## config.mk

```make
export PLATFORM = sky130hd
export DESIGN_NAME = pdr_range_ctrl
export DESIGN_NICKNAME = d
export VERILOG_FILES = /design/src/hdl/pdr_pkg.sv /design/src/hdl/pdr_coarse_tracker.sv /design/src/hdl/pdr_range_ctrl.sv
export SDC_FILE = /design/constraint.sdc
export NUM_CORES = 1
export LEC_CHECK = 0
export BUFFER_PORTS_ARGS = -buffer_cell sky130_fd_sc_hd__buf_4
export CORE_MARGIN = 4
export CORE_UTILIZATION = 28
export DETAILED_ROUTE_END_ITERATION = 6
export GPL_ROUTABILITY_DRIVEN = 0
export GPL_TIMING_DRIVEN = 0
export PLACE_DENSITY = 0.5
export RECOVER_POWER = 50
export SLEW_MARGIN = 30
export SYNTH_ARGS = -nofsm -noshare
export SYNTH_HDL_FRONTEND = slang
export SYNTH_SLANG_ARGS = --single-unit
```

## constraint.sdc

```tcl
create_clock -name clk -period 4.15 [get_ports clk]
set_input_delay 1.0375 -clock clk [delete_from_list [all_inputs] [get_ports clk]]
set_output_delay 1.0375 -clock clk [all_outputs]
set_load 0.005 [all_outputs]
```

## src/hdl/pdr_pkg.sv

```systemverilog
// Constants and carrier types for the main loop phase detector range control
package pdr_pkg;

    // Configuration register location and reset value
    localparam logic [7:0] PDR_CFG_ADDR = 8'h74;
    localparam logic [7:0] PDR_CFG_RESET = 8'h85;
    // Bit 4 is unused and always reads zero
    localparam logic [7:0] PDR_CFG_MASK = 8'hEF;

    // Field positions in the configuration register
    localparam int PDR_BIT_LOSS_EN = 7;
    localparam int PDR_BIT_WIDE_EN = 6;
    localparam int PDR_BIT_COARSE_SEL = 5;
    localparam int PDR_LIMIT_LSB = 0;
    localparam int PDR_LIMIT_W = 4;

    // Coarse range: codes at or above this saturate at the widest range
    localparam logic [3:0] PDR_LIMIT_SAT_CODE = 4'hC;
    localparam int PDR_COARSE_W = 14;
    localparam logic [PDR_COARSE_W-1:0] PDR_LIMIT_MAX = 14'h1FFF;
    // Fraction bits of one input cycle in the fine phase word
    localparam int PDR_FRAC_W = 10;

    // Register port request, all on the system clock
    typedef struct packed {
        logic wr;
        logic rd;
        logic [7:0] addr;
        logic [7:0] wdata;
    } pdr_reg_req_s;

    // Whole-cycle slips reported by the fine detector
    typedef struct packed {
        logic up;
        logic dn;
    } pdr_wrap_s;

endpackage

```

## src/hdl/pdr_coarse_tracker.sv

```systemverilog
// Coarse phase detector: counts whole input cycles of phase within a set range
`timescale 1ns/100ps
module pdr_coarse_tracker #(
    parameter int COARSE_W = pdr_pkg::PDR_COARSE_W
) (
    input wire logic clk,
    input wire logic sys_rst,
    input wire logic enable,
    input wire logic [3:0] limit_code,
    input wire pdr_pkg::pdr_wrap_s wrap,
    output logic signed [COARSE_W-1:0] cycles,
    output logic beyond_limit
);

    typedef struct packed {
        logic signed [COARSE_W-1:0] cnt;
        logic beyond;
    } pdr_trk_s;

    pdr_trk_s s_q;
    pdr_trk_s s_d;
    logic signed [COARSE_W-1:0] lim;

    ////////////////////////////////////////////////////////////////////////
    // Range from the coarse-limit code: +-(2^(n+1)-1) cycles, held at 8191 for codes 12 and up
    // RULE2 - range from code
    always_comb
    begin
        if (limit_code >= pdr_pkg::PDR_LIMIT_SAT_CODE)
            lim = COARSE_W'(pdr_pkg::PDR_LIMIT_MAX);
        else
            lim = COARSE_W'((32'd1 << (32'(limit_code) + 32'd1)) - 32'd1);
    end

    ////////////////////////////////////////////////////////////////////////
    always_comb
    begin
        s_d = s_q;
        s_d.beyond = 1'b0;
        // RULE1 - disabled detector cleared
        if (!enable)
        begin
            s_d.cnt = '0;
        end
        else if (wrap.up && !wrap.dn)
        begin
            // Saturate rather than wrap, so the sign stays trustworthy
            if (s_q.cnt >= lim)
            begin
                s_d.cnt = lim;
                s_d.beyond = 1'b1;
            end
            else
                s_d.cnt = s_q.cnt + COARSE_W'(1);
        end
        else if (wrap.dn && !wrap.up)
        begin
            if (s_q.cnt <= -lim)
            begin
                s_d.cnt = -lim;
                s_d.beyond = 1'b1;
            end
            else
                s_d.cnt = s_q.cnt - COARSE_W'(1);
        end
    end

    always_ff @(posedge clk or posedge sys_rst)
    begin
        if (sys_rst)
            s_q <= '0;
        else
            s_q <= s_d;
    end

    assign cycles = s_q.cnt;
    assign beyond_limit = s_q.beyond;

endmodule // pdr_coarse_tracker

```

## src/hdl/pdr_range_ctrl.sv

```systemverilog
// Main loop phase detector range control: configuration register and loop error select
//
// Functional notes
// RULE1 - Wide-range bit set enables wide-range phase and lock detectors; clear disables them.
// RULE2 - Wide-range tracking range comes from the coarse-limit field, bits 3:0.
// RULE3 - Coarse select clear: loop error limited to one cycle, coarse count still kept.
// RULE4 - Coarse select set: loop also uses coarse result, up to 8191 cycles of phase.
// RULE5 - Software may set coarse select for direct lock on fast inputs.
// RULE6 - Software sets wide-range enable whenever it sets coarse select.
`timescale 1ns/100ps
module pdr_range_ctrl #(
    parameter int COARSE_W = pdr_pkg::PDR_COARSE_W,
    parameter int FRAC_W = pdr_pkg::PDR_FRAC_W,
    parameter int ERR_W = COARSE_W + FRAC_W + 1
) (
    input wire logic clk,
    input wire logic sys_rst,
    input wire pdr_pkg::pdr_reg_req_s reg_req,
    output logic [7:0] reg_rdata,
    input wire logic signed [FRAC_W:0] fine_phase,
    input wire pdr_pkg::pdr_wrap_s fine_wrap,
    output logic signed [ERR_W-1:0] loop_phase_err,
    output logic wide_range_active,
    output logic coarse_result_to_loop,
    output logic coarse_loss_en,
    output logic [3:0] coarse_limit,
    output logic signed [COARSE_W-1:0] coarse_cycles,
    output logic coarse_beyond_limit
);

    typedef struct packed {
        logic [7:0] cfg;
        logic [7:0] rdata;
        logic signed [ERR_W-1:0] err;
        logic signed [COARSE_W-1:0] cycles;
        logic beyond;
    } pdr_state_s;

    pdr_state_s s_q;
    pdr_state_s s_d;
    logic signed [COARSE_W-1:0] trk_cycles;
    logic trk_beyond;
    logic wide_en;
    logic sel_bit;
    logic use_coarse;
    logic hit;

    ////////////////////////////////////////////////////////////////////////
    // Field decode from the stored register; address match from the incoming request
    assign wide_en = s_q.cfg[pdr_pkg::PDR_BIT_WIDE_EN];
    assign sel_bit = s_q.cfg[pdr_pkg::PDR_BIT_COARSE_SEL];
    assign hit = (reg_req.addr == pdr_pkg::PDR_CFG_ADDR);
    // RULE6 - coarse needs wide range
    // A select without the wide-range detector would feed a frozen zero count
    assign use_coarse = sel_bit & wide_en;

    ////////////////////////////////////////////////////////////////////////
    // Coarse cycle counter, alive only while the wide-range detector is on
    // RULE1 - wide range gating
    pdr_coarse_tracker #(
        .COARSE_W(COARSE_W)
    ) u_tracker (
        .clk(clk),
        .sys_rst(sys_rst),
        .enable(wide_en),
        .limit_code(s_q.cfg[pdr_pkg::PDR_LIMIT_LSB +: pdr_pkg::PDR_LIMIT_W]),
        .wrap(fine_wrap),
        .cycles(trk_cycles),
        .beyond_limit(trk_beyond)
    );

    ////////////////////////////////////////////////////////////////////////
    always_comb
    begin
        s_d = s_q;

        // Register write; unused bit 4 is never stored
        if (reg_req.wr && hit)
            s_d.cfg = reg_req.wdata & pdr_pkg::PDR_CFG_MASK;

        // Read data held until the next read; unmapped reads give zero
        if (reg_req.rd)
            s_d.rdata = hit ? s_q.cfg : 8'h00;

        // RULE4 - coarse plus fine
        if (use_coarse)
            s_d.err = (ERR_W'(trk_cycles) <<< FRAC_W) + ERR_W'(fine_phase);
        // RULE3 - one cycle limit
        else
            s_d.err = ERR_W'(fine_phase);

        // RULE3 - coarse count retained
        s_d.cycles = trk_cycles;
        s_d.beyond = trk_beyond;
    end

    always_ff @(posedge clk or posedge sys_rst)
    begin
        if (sys_rst)
        begin
            s_q <= '0;
            s_q.cfg <= pdr_pkg::PDR_CFG_RESET;
        end
        else
            s_q <= s_d;
    end

    ////////////////////////////////////////////////////////////////////////
    // All outputs straight from state flip-flops
    assign reg_rdata = s_q.rdata;
    assign loop_phase_err = s_q.err;
    assign wide_range_active = s_q.cfg[pdr_pkg::PDR_BIT_WIDE_EN];
    assign coarse_result_to_loop = s_q.cfg[pdr_pkg::PDR_BIT_COARSE_SEL];
    assign coarse_loss_en = s_q.cfg[pdr_pkg::PDR_BIT_LOSS_EN];
    assign coarse_limit = s_q.cfg[pdr_pkg::PDR_LIMIT_LSB +: pdr_pkg::PDR_LIMIT_W];
    assign coarse_cycles = s_q.cycles;
    assign coarse_beyond_limit = s_q.beyond;

endmodule // pdr_range_ctrl

```

==> results of run 1 <==
placed cells by master, fill, tap and decap left out, types with 8 or more instances in the layout:
cell type	netlist	routed
nand2b_1	8	8
o21ai_0	41	37
clkbuf_4	0	11
ha_1	47	41
dfrtp_1	66	66
nor3_1	14	13
clkbuf_16	0	10
buf_4	1	113
nand3_1	27	24
nand2_1	51	48
xor2_1	14	14
a21oi_1	22	21
inv_1	37	33
nor2_1	44	44
mux2_2	10	10
clkbuf_1	10	8
buf_6	4	9
state kept, by name, summed over array words and instances (netlist names):
| register | flops |
|---|---|
| u_tracker.beyond_limit | 1 |
| coarse_cycles | 14 |
| wide_range_active | 1 |
| u_tracker.cycles | 14 |
| coarse_limit | 4 |
| coarse_result_to_loop | 1 |
| reg_rdata | 7 |
| coarse_beyond_limit | 1 |
| coarse_loss_en | 1 |
| loop_phase_err | 25 |
power by group through the flow:
stage                     registers (mW)  clock network, mW  logic (mW)
after floorplan                    0.720                  0       0.234
after detailed placement           0.723                  0       0.362
final                              0.710              0.769       0.441
after global placement             0.723                  0       0.354
after global routing               0.713              0.824       0.481
after CTS                          0.710              0.793       0.416
path summary, 6_finish.rpt:
check	slack (ps)	to
setup / recovery	20	u_tracker.cycles[9]
hold / removal	350	coarse_beyond_limit
setup reg to reg	20	u_tracker.cycles[9]
hold reg to reg	350	coarse_beyond_limit
max in group asynchronous	860	reg_rdata[0]
min in group asynchronous	920	loop_phase_err[6]
cell type report:
class	count	area [sq um]
Sequential cell	69	1730
Buffer	26	188
Inverter	40	161
Clock inverter	7	75.1
Multi-Input combinational cell	423	3260
Fill cell	1729	10500
Clock buffer	9	225
Timing Repair Buffer	126	976
Tap cell	225	282
stage by stage:
stage | instances | worst slack, ps | area, sq um
after floorplan | 559 | 0.0173 | 5030
after CTS | 912 | -68.1 | 6700
final | 925 | 20.5 | 6890
after detailed placement | 870 | -675 | 5970
after global routing | 925 | -99.2 | 6890
after global placement | 869 | -685 | 5950
worst max-delay path, cell delays in order, from the launching register on:
cell and delay, ps:
dfstp_2 550, nand2_4 70, inv_6 80, ha_4 120
buf_6 90, nand2b_4 60, a21oi_4 140, inv_2 70
ha_4 260, and2_4 140, nand3_4 60, or4_4 510
o21ai_4 190, ha_4 150, or4b_4 450, a21oi_2 130
o21ai_2 90, o21a_4 260, buf_4 140, and3_2 170
a211oi_2 170, a211o_1 160
kinds of logic after synthesis:
| logic type | Yosys count | share of synthesized area (%) |
|---|---|---|
| AND/OR/NAND/NOR | 186 | 18.8 |
| other | 1 | 0.0752 |
| flip-flops | 69 | 34.7 |
| buffers and inverters | 67 | 6.00 |
| multiplexers | 16 | 3.46 |
| XOR/XNOR | 25 | 4.70 |
| AO/OA/AOI/OAI | 147 | 20.1 |
| adder cells (fa/ha/maj) | 48 | 12.2 |
routing by layer:
layer	part of all wire, %	routed length (microns)
met1	42	6660
met5	0	0
met2	49	7690
met3	7.0	1110
met4	1.5	242
what timing repair did:
item,in CTS,in global routing
endpoints found under the setup margin,15,15
hold buffers,0,0
gates resized for setup,45,21
buffers inserted,25,13
gates cloned,1,1
pin swaps,26,14
==> metrics.csv, run 1 <==
stage;metric;value;unit
status;outcome;complete, but fails checks;
status;violated checks;capacitance limit, slew limit;
placed_design;dpl hpwl;11600;microns
synthesis;area leader, netlist;dfrtp_1;
clocking;maximum root-to-sink buffer count;2;
global_routing;first-pass GRT wire length;24900;microns
worst_setup_path;Setup crit start;coarse_limit[0];
placed_design;port buffer count;85;
route;Post-Route WL;15700;microns
synthesis;top cells by count, synth;dfrtp_1, nand2_1, ha_1;
layout;Post-Route Utilization;39.7;%
floorplanning;Die Span Y;141;microns
layout;share of post-route cells with drive strength above 1;33.3;%
layout;antenna cells;0;
route;Iter 0 DRT Violations;260;
global_routing;met1 Use GR;19.1;%
timing;final number of hold-violating endpoints;0;
worst_setup_path;startpoint types;flip-flop;
timing;final period demand of the worst path;4130;ps
route;WL/cell;17.0;microns
worst_setup_path;crit path max fanout;7;
pwr;Comb pwr share;23.0;%
min_path;Hold Path Class;flip-flop to flip-flop;
pwr;Clk pwr share;40.0;%
timing;RSZ-0062 raised after global routing;true;
route;Pre-antenna DRT Iters;4;
synthesis;YS warnings;0;
synthesis;Syn Area/Cell;8.92;sq um
synthesis;Synth area leaders;dfrtp_1, ha_1, o21ai_0;
timing;Period Utilization, post-route;99.5;%
pwr;Sw Ratio;29.0;%
layout;nets;776;
clocking;H-tree depth;3;
clocking;root buffer cell;clkbuf_16;
synthesis;Seq/Total Area, Yosys;34.7;%
pwr;Net Switching;0.557;mW
synthesis;top cell type's share of synthesized area;33.1;%
floorplanning;Core Rows;48;
worst_setup_path;worst r2r src;coarse_limit[0];
worst_setup_path;Critical Path Sink Type;flip-flop;
pwr;total design power;1.92;mW
timing;final setup TNS;0;ps
route;DR vias;4817;
floorplanning;Core Region;17400;sq um
clocking;CTS buffer count;9;
pwr;leakage power;3.31;nW
synthesis;synthesized area;4980;sq um
min_path;Min-Delay Startpoint;u_tracker.beyond_limit;
global_routing;GR Overflow Total;0;
global_routing;initial antenna violation count;0;
clocking;Clk pin slew, worst setup/hold paths;60;ps
clocking;source-to-sink clock delay at the later pin of the worst-skew pair;340;ps
timing;Final setup violation count;0;
min_path;Hold Path Stages;0;
synthesis;Distinct cells, synth;83;
floorplanning;Die ar.;20000;sq um
layout;area delta synth->final;38.3;%
global_routing;routing usage on met2;26.8;%
global_routing;Most Crowded Layer GR;met2;
synthesis;Synth async-reset ratio;100;%
worst_setup_path;Req. time, crit path;4420;ps
global_routing;GRT Util Overall;15.4;%
pwr;pwr/cell area;279;nW/um^2
floorplanning;initial core utilization;28.7;%
worst_setup_path;Worst R2R Path Depth;21;
floorplanning;I/O Pins;88;
run;Max-cap violations;1;
timing;Slew @ Worst Pin;1880;ps
worst_setup_path;crit path kind;flip-flop to flip-flop;
route;post-route ant nets;0;
synthesis;cell with the most instances after synthesis;dfrtp_1;
floorplanning;Die Wd;141;microns
worst_setup_path;WP data arrival;4400;ps
pwr;Max VDD drop;0.274;mV
clocking;Sink Count;69;
pwr;Internal;1.36;mW
global_routing;met3 global-route usage;3.77;%
pwr;Seq pwr share;37.0;%
synthesis;EDFF count, synth;0;
global_routing;vias in the first global route;4916;
timing;Final Max Tran Viols;43;
timing;Slew Limit Headroom;-25.5;%
route;vias per cell;5.21;
clocking;CTS tree;done;
synthesis;Post-Syn Instances;559;
timing;WHS;348;ps
global_routing;pin count of the biggest net entering global routing;43;
synthesis;Top FF cell, synth;dfrtp_1;
timing;Post-Route Skew;4.87;ps
timing;Max Clk Rate;0.242;GHz
route;DRC violations left;0;
synthesis;Yosys reg bits;69;
synthesis;Synthesized Nets;640;
Power figures use the tool's default switching activity.
==> run 2, diff against run 1 <==
CORE_UTILIZATION = 52   (was 28)
PLACE_DENSITY = 0.81   (was 0.5)
==> run 2 against run 1 <==
Compared with the run above:
- the run ends with capacitance limit, slew limit, setup timing left
- count of clock-buffer cells in the layout rose by 1
- setup slack worse by 250 ps
- critical path depth increased by 2
- die area decreased by 44%
- sequential share of layout area down 0.13 points
- non-clock buffer count is 21 higher
- via count up 13%
- critical path type unchanged
==> metrics.csv, run 2 (synthesis results as in run 1) <==
stage;metric;value;unit
pwr;Max VDD drop;0.192;mV
timing;Final setup violation count;15;
layout;Fillers;678;
status;outcome;complete, but fails checks;
timing;final setup TNS;-2480;ps
worst_setup_path;Req. time, crit path;4370;ps
placed_design;pre-CTS setup slack;-616;ps
clocking;source-to-sink clock delay at the later pin of the worst-skew pair;360;ps
worst_setup_path;Slowest cell on crit path;dfstp_2;
layout;share of post-route cells with drive strength above 1;36.9;%
floorplanning;Core Region;9280;sq um
floorplanning;I/O Pins;88;
worst_setup_path;startpoint types;flip-flop;
global_routing;first-pass GRT wire length;26200;microns
timing;Final Max Tran Viols;49;
clocking;H-tree depth;3;
worst_setup_path;crit path kind;flip-flop to flip-flop;
global_routing;GRT Util Overall;29.3;%
timing;RSZ-0062 raised after global routing;true;
run;Max-cap violations;1;
route;post-route ant nets;0;
worst_setup_path;delay-heaviest family, CP;compound AO/OA/AOI/OAI gates;
floorplanning;Die Span Y;106;microns
placed_design;port buffer count;85;
worst_setup_path;crit-path cells;nand2_4 > inv_4 > ha_4 > buf_6 > nand2b_4 > a21oi_4 > inv_2 > ha_4 > and2_4 > buf_4 > ha_4 > and3_4 > a31oi_4 > inv_2 > ha_4 > and4b_1 > nand3_2 > a211oi_4 > o21a_4 > buf_6 > nor2_4 > a221oi_2 > o22ai_1;
global_routing;vias in the first global route;5333;
pwr;pwr/cell area;263;nW/um^2
layout;nets;797;
layout;final cell count without fillers;850;
pwr;leakage power;3.37;nW
worst_setup_path;sum of buffers and inverters on the critical path;6;
route;WL/cell;20.8;microns
clocking;CTS tree;done;
global_routing;pin count of the biggest net entering global routing;49;
layout;area delta synth->final;39.1;%
status;violated checks;capacitance limit, slew limit, setup timing;
route;DRC violations left;0;
clocking;maximum root-to-sink buffer count;2;
clocking;# hold bufs at CTS;0;
pwr;total design power;1.83;mW
clocking;root buffer cell;clkbuf_8;
timing;Post-Route Skew;18.8;ps
clocking;Sink Count;69;
timing;Max Clk Rate;0.229;GHz
placed_design;dpl hpwl;10400;microns
timing;setup ws final;-226;ps
route;vias per cell;6.39;
timing;Slew @ Worst Pin;2140;ps
timing;final number of hold-violating endpoints;0;
route;Post-Route WL;17700;microns
clocking;CTS buffer count;9;
floorplanning;Die Wd;106;microns
layout;antenna cells;0;
global_routing;initial antenna violation count;0;
timing;Slew Limit Headroom;-42.9;%
floorplanning;Core Rows;35;
placed_design;placed cell count;774;
worst_setup_path;CP most frequent cell;ha_4;
timing;WHS;347;ps
clocking;Clk pin slew, worst setup/hold paths;90;ps
route;Iter 0 DRT Violations;610;
min_path;Hold Path Class;flip-flop to flip-flop;
timing;final period demand of the worst path;4380;ps
layout;Largest register FFs;25;
route;Pre-antenna DRT Iters;6;
route;DR vias;5434;
global_routing;GR Overflow Total;0;
timing;Period Utilization, post-route;105;%
worst_setup_path;crit path max fanout;7;
floorplanning;Die ar.;11200;sq um
layout;commonest non-fill, non-tap cell in the layout;buf_4;
worst_setup_path;delay of the slowest cell on the worst path;570;ps
layout;most frequent cells in the layout;buf_4, dfrtp_1, nand2_1, nor2_1, ha_1;
worst_setup_path;Critical Path Sink Type;flip-flop;
floorplanning;initial core utilization;53.7;%
worst_setup_path;WP data arrival;4590;ps
run 2: cell count changes in the layout (fill, tap and decap cells not counted), moves of 3 or more:
cell and delta:
buf_4 +19, clkbuf_16 -10, clkbuf_8 +10, buf_6 +4, a211oi_1 -3, a211oi_2 +3
nor2_1 -3
run 2: where the power goes:
part	internal, mW	switching (mW)
Sequential	0.693	0.0161
Clock	0.354	0.281
Combinational	0.212	0.269
Total	1.26	0.567
run 2: per-stage QoR:
| step | utilization, % | area, sq um |
|---|---|---|
| 3_5_place_dp | 63.1 | 5860 |
| 2_1_floorplan | - | 5030 |
| 5_1_grt | 74.6 | 6930 |
| 3_3_place_gp | 62.8 | 5830 |
| 6_report | 74.6 | 6930 |
| 4_1_cts | 72.4 | 6720 |
run 2: final timing paths:
check,to,slack [ps],cells after the start,from
max in group asynchronous,reg_rdata[1],780,3,sys_rst
setup / recovery,u_tracker.cycles[10],-230,23,coarse_limit[0]
hold / removal,coarse_beyond_limit,350,0,u_tracker.beyond_limit
min in group asynchronous,loop_phase_err[22],800,2,sys_rst
setup reg to reg,u_tracker.cycles[10],-230,23,coarse_limit[0]
hold reg to reg,coarse_beyond_limit,350,0,u_tracker.beyond_limit
run 2: cell type report:
cell class,instances,area (sq um),area share (%)
multi-input cells,423,3340,48.2
clock buffers,10,138,1.99
clock inverters,6,86.3,1.25
inverters,40,163,2.35
plain buffers,26,186,2.69
repair buffers,147,1130,16.3
flip-flops and latches,69,1730,25.0
well taps,129,161,2.33
run 2: worst register-to-register path: stages (launching register included):
cell and delay [ps]:
dfstp_2 570, nand2_4 70, inv_4 90, ha_4 140, buf_6 100, nand2b_4 70, a21oi_4 140, inv_2 70
ha_4 210, and2_4 150, buf_4 160, ha_4 180, and3_4 170, a31oi_4 200, inv_2 80, ha_4 270
and4b_1 250, nand3_2 150, a211oi_4 260, o21a_4 270, buf_6 170, nor2_4 40, a221oi_2 310, o22ai_1 130
run 2: timing repair:
item,in CTS,in global routing
endpoints found under the setup margin,15,15
gates resized for setup,42,41
hold endpoints to repair,0,0
setup buffers,54,10
pin swaps,23,26
cloned,1,0
run 2: metal layers:
metal | GRT usage (%) | wire length, microns | up-vias | part of all wire, %
met5 | 0 | 0 | - | 0
li1 | - | - | 2325 | -
met4 | 20.6 | 1260 | 0 | 7.1
met2 | 49.0 | 8410 | 438 | 48
met1 | 33.6 | 6210 | 2522 | 35
met3 | 5.71 | 1780 | 149 | 10
==> run 3, diff against run 2 <==
BUFFER_PORTS_ARGS = default   (was -buffer_cell sky130_fd_sc_hd__buf_4)
CORE_UTILIZATION = 55   (was 52)
DONT_BUFFER_PORTS = 1   (was default)
PLACE_DENSITY = 0.76   (was 0.81)
==> run 3 against run 2 <==
Compared with the run above:
- critical path depth shrank 4
- design area shrank 13%
- clock power shrank 3%
- non-clock buffer count shrank 104
- first-iteration DRC count shrank 27%
- the flow finishes with violations (DRC, capacitance limit, slew limit, setup timing)
- largest power group unchanged
==> metrics.csv, run 3 (synthesis results as in run 1) <==
stage;metric;value;unit
status;outcome;complete, but fails checks;
status;violated checks;DRC, capacitance limit, slew limit, setup timing;
min_path;Hold Crit Endpoint;coarse_beyond_limit;
clocking;CTS tree;done;
floorplanning;initial core utilization;56.9;%
min_path;Hold Path Class;flip-flop to flip-flop;
global_routing;initial antenna violation count;0;
route;DR vias;4789;
placed_design;pre-CTS setup slack;-640;ps
worst_setup_path;r2r setup slk;-290;ps
timing;Slew Limit Headroom;-50.7;%
layout;nets;694;
layout;area delta synth->final;21.4;%
timing;final period demand of the worst path;4440;ps
layout;post-route cell area;6050;sq um
global_routing;vias in the first global route;4603;
clocking;source-to-sink clock delay at the later pin of the worst-skew pair;360;ps
worst_setup_path;Critical Path Sink Type;flip-flop;
floorplanning;Die Span Y;103;microns
layout;Largest register FFs;25;
layout;commonest non-fill, non-tap cell in the layout;dfrtp_1;
global_routing;pin count of the biggest net entering global routing;44;
pwr;pwr/cell area;282;nW/um^2
timing;setup ws final;-289;ps
floorplanning;Die Wd;103;microns
pwr;Net Switching;0.521;mW
worst_setup_path;Reg2Reg Capture Point;u_tracker.cycles[12];
route;met1 WL;5400;microns
timing;final number of hold-violating endpoints;0;
placed_design;port buffer count;0;
route;WL met3;1290;microns
timing;Slew @ Worst Pin;2260;ps
pwr;Clk pwr share;36.0;%
min_path;Hold Path Stages;0;
clocking;maximum root-to-sink buffer count;2;
pwr;total design power;1.71;mW
min_path;Min-Delay Startpoint;u_tracker.beyond_limit;
run;Max-cap violations;1;
clocking;Sink Count;69;
route;Top Layer Used;met4;
clocking;H-tree depth;3;
floorplanning;Die ar.;10600;sq um
floorplanning;Core Region;8760;sq um
worst_setup_path;crit path kind;flip-flop to flip-flop;
pwr;Sw Ratio;30.5;%
route;Iter 0 DRT Violations;448;
route;post-route ant nets;0;
timing;Max Clk Rate;0.225;GHz
worst_setup_path;CP most frequent cell;ha_4;
floorplanning;I/O Pins;88;
route;vias per cell;6.60;
worst_setup_path;WP data arrival;4710;ps
worst_setup_path;startpoint types;flip-flop;
floorplanning;Core Rows;34;
layout;share of post-route cells with drive strength above 1;25.1;%
clocking;CTS buffer count;9;
global_routing;GRT Util Overall;27.8;%
worst_setup_path;Worst R2R Path Depth;19;
pwr;leakage power;2.84;nW
worst_setup_path;delay of the slowest cell on the worst path;650;ps
global_routing;GR Overflow Total;0;
worst_setup_path;Req. time, crit path;4430;ps
worst_setup_path;Slowest cell on crit path;dfstp_2;
layout;most frequent cells in the layout;dfrtp_1, nand2_1, nor2_1, ha_1;
global_routing;first-pass GRT wire length;23000;microns
worst_setup_path;crit path max fanout;6;
timing;RSZ-0062 raised after global routing;true;
worst_setup_path;crit-path cells;buf_6 > inv_6 > ha_4 > buf_8 > nand3_4 > ha_4 > and2_4 > nand3_4 > or4_4 > o21ai_4 > ha_4 > buf_4 > mux2i_2 > o31a_1 > o21a_4 > buf_6 > nor2_1 > a211oi_1 > a211o_1;
timing;Period Utilization, post-route;107;%
worst_setup_path;worst r2r src;coarse_limit[2];
pwr;Internal;1.19;mW
placed_design;placed inst area;5190;sq um
clocking;Clk pin slew, worst setup/hold paths;80;ps
route;Pre-antenna DRT Iters;7;
timing;Final Max Tran Viols;44;
route;WL/cell;20.7;microns
layout;antenna cells;0;
timing;Final setup violation count;15;
placed_design;dpl hpwl;9970;microns
pwr;Comb pwr share;22.2;%
clocking;root buffer cell;clkbuf_8;
timing;Post-Route Skew;23.9;ps
pwr;Seq pwr share;41.8;%
route;Post-Route WL;15000;microns
route;WL met2;7510;microns
route;DRC violations left;12;
pwr;Max VDD drop;0.168;mV
-- run 3: power groups by stage --
| stage | clock, mW | combinational, mW | sequential [mW] |
|---|---|---|---|
| finish | 0.616 | 0.379 | 0.714 |
| global route | 0.654 | 0.408 | 0.718 |
| CTS | 0.615 | 0.346 | 0.713 |
| detailed placement | 0 | 0.299 | 0.727 |
| global placement | 0 | 0.287 | 0.726 |
| floorplan | 0 | 0.234 | 0.720 |
-- run 3: worst max-delay path: cells and delay by family, from the launching register on --
family | cells | cell delay, ps
AOI/OAI and AO/OA | 5 | 1250
DFF | 1 | 650
adders and majority gates | 3 | 770
muxes | 1 | 240
buffers and inverters | 5 | 570
and+or+nand+nor | 5 | 860
-- run 3: timing repair --
action / 4_1_cts / 5_1_grt
setup endpoints to repair: 15 / 15
pin swaps: 27 / 19
gates resized for setup: 37 / 33
hold buffers: 0 / 0
buffers inserted: 34 / 7
gates cloned: 3 / 0
-- run 3: worst max-delay path by stage --
stage	slack (ps)	from	to	depth (start not counted)
3_5_place_dp	-640	coarse_limit[2]	u_tracker.cycles[9]	18
5_1_grt	-380	coarse_limit[2]	u_tracker.cycles[13]	19
6_report	-290	coarse_limit[2]	u_tracker.cycles[12]	19
4_1_cts	-240	coarse_limit[2]	u_tracker.cycles[4]	20
2_1_floorplan	0.02	coarse_limit[2]	u_tracker.cycles[4]	19
3_3_place_gp	-550	coarse_limit[2]	u_tracker.cycles[9]	18
-- run 3: area by class of cell --
type	instances	area, sq um
clock buffer	10	128
multi-input combinational	424	3290
tap	108	135
timing repair buffer	43	334
buffer	26	184
sequential	69	1730
inverter	40	159
fill	646	2720
clock inverter	6	87.6
-- run 3: metrics by stage --
| step | utilization, % | setup TNS [ps] | std cells | hold slack (ps) |
|---|---|---|---|---|
| finish | 69.0 | -3010 | 726 | 337 |
| global route | 69.0 | -4420 | 726 | 355 |
| CTS | 66.9 | -2670 | 720 | 343 |
| detailed placement | 59.2 | -8000 | 668 | 336 |
| global placement | 59.0 | -6870 | 667 | 342 |
| floorplan | - | 0 | 559 | 331 |
-- run 3: routing by layer --
layer / up-vias / global-route usage [%]
met1: 2265 / 32.7
met4: 0 / 14.8
met3: 96 / 6.37
met5: - / 0
met2: 301 / 46.9
li1: 2127 / -
